[src/hw/pbm_pkg.sv]
package pbm_pkg;

	// function selection per pin group
	typedef enum logic [1:0] {
		PBM_FN_GPIO = 2'h0,
		PBM_FN_FCC  = 2'h1,
		PBM_FN_SCC  = 2'h2,
		PBM_FN_TDM  = 2'h3
	} pbm_fn_e;

	// fast controller sub-mode
	typedef enum logic [0:0] {
		PBM_FAST_MII  = 1'h0,
		PBM_FAST_HDLC = 1'h1
	} pbm_fast_e;

	// word carried through the receive buffer
	typedef struct packed {
		logic rx_dv;
		logic rx_er;
		logic crs;
		logic broken_hdr;
		logic scc_rxd;
		logic tdm_rxd;
		logic tdm_rsync;
		logic tdm_tsync;
	} pbm_rx_s;

	localparam int PBM_RX_W    = 8;
	localparam int PBM_PINS    = 4;
	localparam int PBM_BUF_DEP = 2;

	// pin positions inside the upper nibble
	localparam int PBM_PIN28 = 0;
	localparam int PBM_PIN29 = 1;
	localparam int PBM_PIN30 = 2;
	localparam int PBM_PIN31 = 3;

	localparam logic [3:0] PBM_OE_N_RST = 4'hf;
	localparam logic [3:0] PBM_DO_RST   = 4'h0;

endpackage : pbm_pkg

[src/hw/pbm_buf.sv]
`timescale 1ns/1ns
module pbm_buf #(
	parameter int WIDTH = 8,
	parameter int DEPTH = 2
) (
	// clock and reset
	input  wire logic             sys_clk_in,
	input  wire logic             rst_n_in,
	// write side
	input  wire logic             in_valid_in,
	output logic                  in_ready_out,
	input  wire logic [WIDTH-1:0] in_data_in,
	// read side
	output logic                  out_valid_out,
	input  wire logic             out_ready_in,
	output logic      [WIDTH-1:0] out_data_out
);
	if (DEPTH != 2 || WIDTH < 1) begin : g_bad_cfg
		$error("pbm_buf serves only a two-entry buffer");
	end

	logic             skid_valid;
	logic [WIDTH-1:0] skid_data;
	logic             push;
	logic             pop;
	logic             next_skid_valid;

	assign push = in_valid_in && in_ready_out;
	assign pop  = out_valid_out && out_ready_in;

	// head word feeds the reader; skid word catches a push during a stall,
	// so a reader that keeps ready high sees one word per cycle
	always_comb begin
		next_skid_valid = skid_valid;
		if (!out_valid_out || pop) begin
			next_skid_valid = skid_valid && push;
		end else if (push) begin
			next_skid_valid = 1'b1;
		end
	end

	always_ff @(posedge sys_clk_in) begin
		if (!out_valid_out || pop) begin
			out_data_out <= skid_valid ? skid_data : in_data_in;
		end
		if (push && (skid_valid || (out_valid_out && !pop))) begin
			skid_data <= in_data_in;
		end
	end

	always_ff @(posedge sys_clk_in or negedge rst_n_in) begin
		if (!rst_n_in) begin
			out_valid_out <= 1'b0;
			skid_valid    <= 1'b0;
			in_ready_out  <= 1'b1;
		end else begin
			if (!out_valid_out || pop) begin
				out_valid_out <= skid_valid || push;
			end
			skid_valid   <= next_skid_valid;
			in_ready_out <= !next_skid_valid;
		end
	end
endmodule : pbm_buf

[src/hw/pbm_mux.sv]
`timescale 1ns/1ns
module pbm_mux (
	// clock and reset
	input  wire logic                 sys_clk_in,
	input  wire logic                 rst_n_in,
	// function selection
	input  wire pbm_pkg::pbm_fn_e     fn_sel_in,
	input  wire pbm_pkg::pbm_fast_e   fast_mode_in,
	input  wire logic                 scc_ether_in,
	// general purpose side
	input  wire logic [3:0]           gpio_do_in,
	input  wire logic [3:0]           gpio_dir_in,
	output logic      [3:0]           gpio_di_out,
	// fast controller side
	input  wire logic                 fast_tx_er_in,
	input  wire logic                 fast_tx_en_in,
	input  wire logic                 fast_rts_req_in,
	input  wire logic                 fast_cts_n_in,
	output logic                      fast_granted_out,
	input  wire logic                 fast_crs_in,
	// serial controller side
	input  wire logic                 scc_txd_in,
	input  wire logic                 scc_rts_req_in,
	input  wire logic                 scc_cts_n_in,
	output logic                      scc_granted_out,
	// tdm channel side
	input  wire logic                 tdm_txd_in,
	// receive stream to peripherals
	output logic                      rx_valid_out,
	input  wire logic                 rx_ready_in,
	output pbm_pkg::pbm_rx_s          rx_data_out,
	output logic                      rx_overrun_out,
	// pins 28..31
	input  wire logic [3:0]           pin_in,
	output logic      [3:0]           pin_out,
	output logic      [3:0]           pin_oe_n_out
);
	logic [3:0]        pin_meta;
	logic [3:0]        pin_sync;
	logic [1:0]        fcts_meta;
	logic [1:0]        scts_meta;
	logic              fcts_n;
	logic              scts_n;
	logic [3:0]        next_do;
	logic [3:0]        next_oe_n;
	pbm_pkg::pbm_rx_s  rx_word;
	logic              buf_ready;
	logic              buf_valid;
	pbm_pkg::pbm_rx_s  buf_data;

	// two-stage capture of pins and clear inputs
	always_ff @(posedge sys_clk_in or negedge rst_n_in) begin
		if (!rst_n_in) begin
			pin_meta  <= 4'h0;
			pin_sync  <= 4'h0;
			fcts_meta <= 2'h3;
			scts_meta <= 2'h3;
		end else begin
			pin_meta  <= pin_in;
			pin_sync  <= pin_meta;
			fcts_meta <= {fcts_meta[0], fast_cts_n_in};
			scts_meta <= {scts_meta[0], scc_cts_n_in};
		end
	end
	assign fcts_n = fcts_meta[1];
	assign scts_n = scts_meta[1];

	// pin drive and direction per selected function
	always_comb begin
		next_do   = 4'h0;
		next_oe_n = pbm_pkg::PBM_OE_N_RST;
		case (fn_sel_in)
			pbm_pkg::PBM_FN_GPIO: begin
				next_do   = gpio_do_in;
				next_oe_n = ~gpio_dir_in;
			end
			pbm_pkg::PBM_FN_FCC: begin
				if (fast_mode_in == pbm_pkg::PBM_FAST_MII) begin
					next_do[pbm_pkg::PBM_PIN31]   = fast_tx_er_in;
					next_oe_n[pbm_pkg::PBM_PIN31] = 1'b0;
					next_do[pbm_pkg::PBM_PIN29]   = fast_tx_en_in;
					next_oe_n[pbm_pkg::PBM_PIN29] = 1'b0;
				end else begin
					// request driven at once, no bit alignment
					next_do[pbm_pkg::PBM_PIN28]   = ~fast_rts_req_in;
					next_oe_n[pbm_pkg::PBM_PIN28] = 1'b0;
				end
			end
			pbm_pkg::PBM_FN_SCC: begin
				next_do[pbm_pkg::PBM_PIN30]   = scc_txd_in;
				next_oe_n[pbm_pkg::PBM_PIN30] = 1'b0;
				// ethernet: active-high enable; else active-low request
				next_do[pbm_pkg::PBM_PIN28]   = scc_ether_in ? scc_rts_req_in
				                                             : ~scc_rts_req_in;
				next_oe_n[pbm_pkg::PBM_PIN28] = 1'b0;
			end
			pbm_pkg::PBM_FN_TDM: begin
				next_do[pbm_pkg::PBM_PIN31]   = tdm_txd_in;
				next_oe_n[pbm_pkg::PBM_PIN31] = 1'b0;
			end
			default: begin
				next_do   = 4'h0;
				next_oe_n = pbm_pkg::PBM_OE_N_RST;
			end
		endcase
	end

	always_ff @(posedge sys_clk_in or negedge rst_n_in) begin
		if (!rst_n_in) begin
			pin_out      <= pbm_pkg::PBM_DO_RST;
			pin_oe_n_out <= pbm_pkg::PBM_OE_N_RST;
		end else begin
			pin_out      <= next_do;
			pin_oe_n_out <= next_oe_n;
		end
	end

	// grants and general purpose read back
	always_ff @(posedge sys_clk_in or negedge rst_n_in) begin
		if (!rst_n_in) begin
			fast_granted_out <= 1'b0;
			scc_granted_out  <= 1'b0;
			gpio_di_out      <= 4'h0;
		end else begin
			fast_granted_out <= (fn_sel_in == pbm_pkg::PBM_FN_FCC)
			                    && (fast_mode_in == pbm_pkg::PBM_FAST_HDLC)
			                    && fast_rts_req_in && !fcts_n;
			scc_granted_out  <= (fn_sel_in == pbm_pkg::PBM_FN_SCC)
			                    && !scc_ether_in && scc_rts_req_in && !scts_n;
			gpio_di_out      <= pin_sync;
		end
	end

	// receive word: inputs only for the selected function
	always_comb begin
		rx_word = '0;
		case (fn_sel_in)
			pbm_pkg::PBM_FN_FCC: begin
				if (fast_mode_in == pbm_pkg::PBM_FAST_MII) begin
					rx_word.rx_dv      = pin_sync[pbm_pkg::PBM_PIN30];
					rx_word.rx_er      = pin_sync[pbm_pkg::PBM_PIN28];
					rx_word.crs        = fast_crs_in;
					rx_word.broken_hdr = fast_crs_in && !pin_sync[pbm_pkg::PBM_PIN30];
				end
			end
			pbm_pkg::PBM_FN_SCC: begin
				rx_word.scc_rxd = pin_sync[pbm_pkg::PBM_PIN31];
			end
			pbm_pkg::PBM_FN_TDM: begin
				rx_word.tdm_rxd   = pin_sync[pbm_pkg::PBM_PIN30];
				rx_word.tdm_rsync = pin_sync[pbm_pkg::PBM_PIN29];
				rx_word.tdm_tsync = pin_sync[pbm_pkg::PBM_PIN28];
			end
			default: begin
				rx_word = '0;
			end
		endcase
	end

	pbm_buf #(
		.WIDTH(pbm_pkg::PBM_RX_W),
		.DEPTH(pbm_pkg::PBM_BUF_DEP)
	) u_buf (
		.sys_clk_in   (sys_clk_in),
		.rst_n_in     (rst_n_in),
		.in_valid_in  (fn_sel_in != pbm_pkg::PBM_FN_GPIO),
		.in_ready_out (buf_ready),
		.in_data_in   (rx_word),
		.out_valid_out(buf_valid),
		.out_ready_in (rx_ready_in),
		.out_data_out (buf_data)
	);

	// stream outputs; overrun sticks until reset
	always_ff @(posedge sys_clk_in or negedge rst_n_in) begin
		if (!rst_n_in) begin
			rx_overrun_out <= 1'b0;
		end else if ((fn_sel_in != pbm_pkg::PBM_FN_GPIO) && !buf_ready) begin
			rx_overrun_out <= 1'b1;
		end
	end
	assign rx_valid_out = buf_valid;
	assign rx_data_out  = buf_data;
endmodule : pbm_mux

[config.mk]
export PLATFORM = sky130hd
export DESIGN_NAME = pbm_mux
export DESIGN_NICKNAME = d
export VERILOG_FILES = /design/src/hw/pbm_pkg.sv /design/src/hw/pbm_buf.sv /design/src/hw/pbm_mux.sv
export SDC_FILE = /design/constraint.sdc
export NUM_CORES = 1
export LEC_CHECK = 0
export BUFFER_PORTS_ARGS = -buffer_cell sky130_fd_sc_hd__buf_4
export CAP_MARGIN = 20
export CORE_MARGIN = 3
export CORE_UTILIZATION = 45
export DETAILED_ROUTE_END_ITERATION = 10
export PLACE_DENSITY_LB_ADDON = 0.08
export SKIP_CTS_REPAIR_TIMING = 1
export SLEW_MARGIN = 20
export SYNTH_ARGS = -nofsm -noshare
export SYNTH_HDL_FRONTEND = slang
export SYNTH_HIERARCHICAL = 1
export SYNTH_SLANG_ARGS = --single-unit
[constraint.sdc]
create_clock -name sys_clk_in -period 2.6 [get_ports sys_clk_in]
set_input_delay 0.78 -clock sys_clk_in [delete_from_list [all_inputs] [get_ports sys_clk_in]]
set_output_delay 0.78 -clock sys_clk_in [all_outputs]
set_load 0.01 [all_outputs]
==> results.sh <==
export IMPL_cp_top_family="flip-flops"
export IMPL_cts_max_path_buffers=2
export IMPL_cts_root_buffer="clkbuf_8"
export IMPL_htree_num_levels=2
export IMPL_synthToLayoutAreaGrowth_pct=29.13
export IMPL_synth_area_leaders="dfrtp_1 (31%), edfxtp_1 (28%), dfstp_2 (14%), mux2_2 (5.2%), nor3b_1 (1.7%)"
export IMPL_report_final_hold_viol_count=0
export IMPL_ys_warnings_count=6
export IMPL_max_slew_margin_rel_pct=68.33
export IMPL_yosysTopAreaCell="dfrtp_1"
export IMPL_hpwlAfterDp_um=2027
export IMPL_setup_tns_ns=0
export IMPL_fin_crit_sh_pct=65.38
export IMPL_syn_nets=134
export IMPL_slowest_delay_ns=0.52
export IMPL_cts_tree="done"
export IMPL_fin_skew_ns=0.005474
export IMPL_seq_area_frac_synth_pct=72.32
export IMPL_r2r_start="u_buf/skid_valid$_DFF_PN0_"
export IMPL_dieArea_sq_um=4595
export IMPL_start_util_pct=49.16
export IMPL_fp_dieW_um=67.79
export IMPL_ys_seq_elements=46
export IMPL_dp_slack_ns=0.7317
export IMPL_synthCells=106
export IMPL_ios=52
export IMPL_synth_area_sq_um=1718
export IMPL_finalNonFillerCells=207
export IMPL_row_count=21
export IMPL_synthMostInstantiatedCell="dfrtp_1"
export IMPL_synth_commonest_cells="dfrtp_1 (21), edfxtp_1 (16), dfstp_2 (9)"
export IMPL_post_route_drc_count=0
export IMPL_criticalPathCategory="flip-flop to output pin"
export IMPL_post_route_min_period_ns=1.700
export IMPL_drt_first_pass_iters=3
export IMPL_drv_slew=0
export IMPL_gp_congestion=0.6808
export IMPL_critPathMaxFanout=1
export IMPL_rsz0062_at_grt="false"
export IMPL_drv_cap=0
export IMPL_outcome="complete, no violations"
export IMPL_cp_slowest_cell="dfstp_2"
export IMPL_crit_path_end_kind="output pin"
export IMPL_final_antenna_net_count=0
export IMPL_drt_iter0_drc=45
export IMPL_synth_ff_type="dfrtp_1"
export IMPL_setup_worst_path_start_class="flip-flop"
export IMPL_antennaDiodeCount=0
export IMPL_grt_pass1_wl_um=4726
export IMPL_leakagePower_uw=0.001001
export IMPL_wl_um=2779
export IMPL_worst_slack_ns=0.9001
export IMPL_cts_buffers=5
export IMPL_fmax_ghz=0.5883
export IMPL_synth_avg_cell_area_sq_um=16.21
export IMPL_crit_buf_inv=1
export IMPL_layout_nets=188
export IMPL_fill_cells=262
export IMPL_ir_drop_mv=0.4143
export IMPL_worstHoldStart="pin_meta[2]$_DFF_PN0_"
export IMPL_drive_gt1_share_pct=50.93
export IMPL_ys_types=35
export IMPL_setup_viol=0
export IMPL_port_buffers=51
export IMPL_post_drt_via_cell_ratio=4.841
export IMPL_synth_edff_count=16
export IMPL_place_area_sq_um=2128
export IMPL_grt_usage_pct=14.46
export IMPL_clk_latency_ns=0.29
export IMPL_core_area_sq_um=3495
export IMPL_synth_top_area_share_pct=30.59
export IMPL_routedWlPerCell_um=13.43
export IMPL_crit_chain="buf_4"
export IMPL_grt_overflow=0
export IMPL_async_reset_ff_share_pct=65.22
export IMPL_design_area_sq_um=2218
export IMPL_dpl_cell_count=199
export IMPL_fin_util_pct=63.48
export IMPL_grt_max_degree=31
export IMPL_antenna_found_initial=0
export IMPL_grt_pass1_vias=1004
export IMPL_crit_start="pin_oe_n_out[2]$_DFF_PN1_"
export IMPL_via_count=1002
export IMPL_worst_pin_slew_ns=0.4750
export IMPL_hold_path_class="flip-flop to flip-flop"
export IMPL_p_per_area_nw_per_um2=792.9
export IMPL_clkTransAtPathRegs_ns=0.07
export IMPL_worstPathArrival_ns=0.92
export IMPL_fp_dieH_um=67.79
export IMPL_cts_sinks=46
export IMPL_required_ns=1.82
per-layer routing:
| metal | track usage, % | routed length, um | vias up |
|---|---|---|---|
| li1 | - | - | 481 |
| met1 | 18.28 | 1185 | 475 |
| met2 | 21.63 | 1262 | 40 |
| met3 | 6.988 | 290 | 6 |
| met4 | 5.211 | 40 | 0 |
| met5 | 0 | 0 | - |
flip-flops by register name, summed over array words and instances (netlist names):
name                 count
scc_granted_out          1
pin_meta                 4
u_buf/skid_data          8
pin_out                  4
u_buf/out_data_out       8
u_buf/in_ready_out       1
gpio_di_out              4
pin_sync                 4
rx_overrun_out           1
scts_meta                2
fcts_meta                2
pin_oe_n_out             4
fast_granted_out         1
u_buf/skid_valid         1
u_buf/out_valid_out      1
power by group:
group | leakage, uW | switching, uW | internal [uW]
sequential | 0.000507 | 64.5 | 911
combinational | 0.000449 | 155 | 202
clock | 0.0000455 | 210 | 217
final timing paths:
path	end	slack [ns]	depth (start not counted)
setup / recovery	pin_oe_n_out[2]	0.90	1
hold / removal	pin_sync[2]$_DFF_PN0_	0.35	0
setup reg to reg	u_buf/skid_data[7]$_DFFE_PP_	1.30	3
hold reg to reg	pin_sync[2]$_DFF_PN0_	0.35	0
max in group asynchronous	fcts_meta[1]$_DFF_PN1_	1.88	1
min in group asynchronous	u_buf/out_valid_out$_DFFE_PN0N_	0.40	1
final cells by class:
| cell class | instances | area (sq um) | area share [%] |
|---|---|---|---|
| sequential | 46 | 1242 | 56.01 |
| multi-input combinational | 51 | 420.4 | 18.95 |
| timing repair buffer | 52 | 390.4 | 17.60 |
| clock buffer | 8 | 90.09 | 4.061 |
| tap | 46 | 57.56 | 2.594 |
| inverter | 4 | 17.52 | 0.7896 |
per-stage QoR:
stage	hold WS (ns)	power, uW
final	0.3510	1759
after global routing	0.3564	1861
after CTS	0.3551	1784
after detailed placement	0.3358	1356
after global placement	0.3327	1346
after floorplan	0.3312	1189
worst register-to-register path: cells and delay by family, from the launching register on:
family	cells	cell delay, ns
buffers and inverters	2	0.24
AOI/OAI and AO/OA	1	0.13
DFF	1	0.64
logic make-up after synthesis:
kind of cell	after synthesis	synth area share, %
buffers and inverters	9	3.204
xor gates and xnor gates	1	0.5099
AOI/OAI and AO/OA	8	3.059
DFF	46	72.32
and+or+nand+nor	31	13.77
muxes	9	5.827
adders and majority gates	2	1.311
placed cells by master (no fill, tap or decap), types with 2 or more instances in the layout:
cell / netlist / layout
buf_4: 0 / 52
dfrtp_1: 21 / 21
edfxtp_1: 16 / 16
dfstp_2: 9 / 9
mux2_2: 8 / 8
clkbuf_8: 0 / 6
nand2b_1: 4 / 4
nor3b_1: 4 / 4
nor2_1: 3 / 3
and3_1: 3 / 3
nand3_1: 3 / 3
a21oi_1: 2 / 2
nand4bb_1: 2 / 2
or3b_1: 2 / 2
a21o_1: 2 / 2
nor4b_1: 2 / 2
inv_1: 2 / 2
clkbuf_1: 0 / 2
maj3_2: 2 / 2
(Power assumes the default switching activity.)
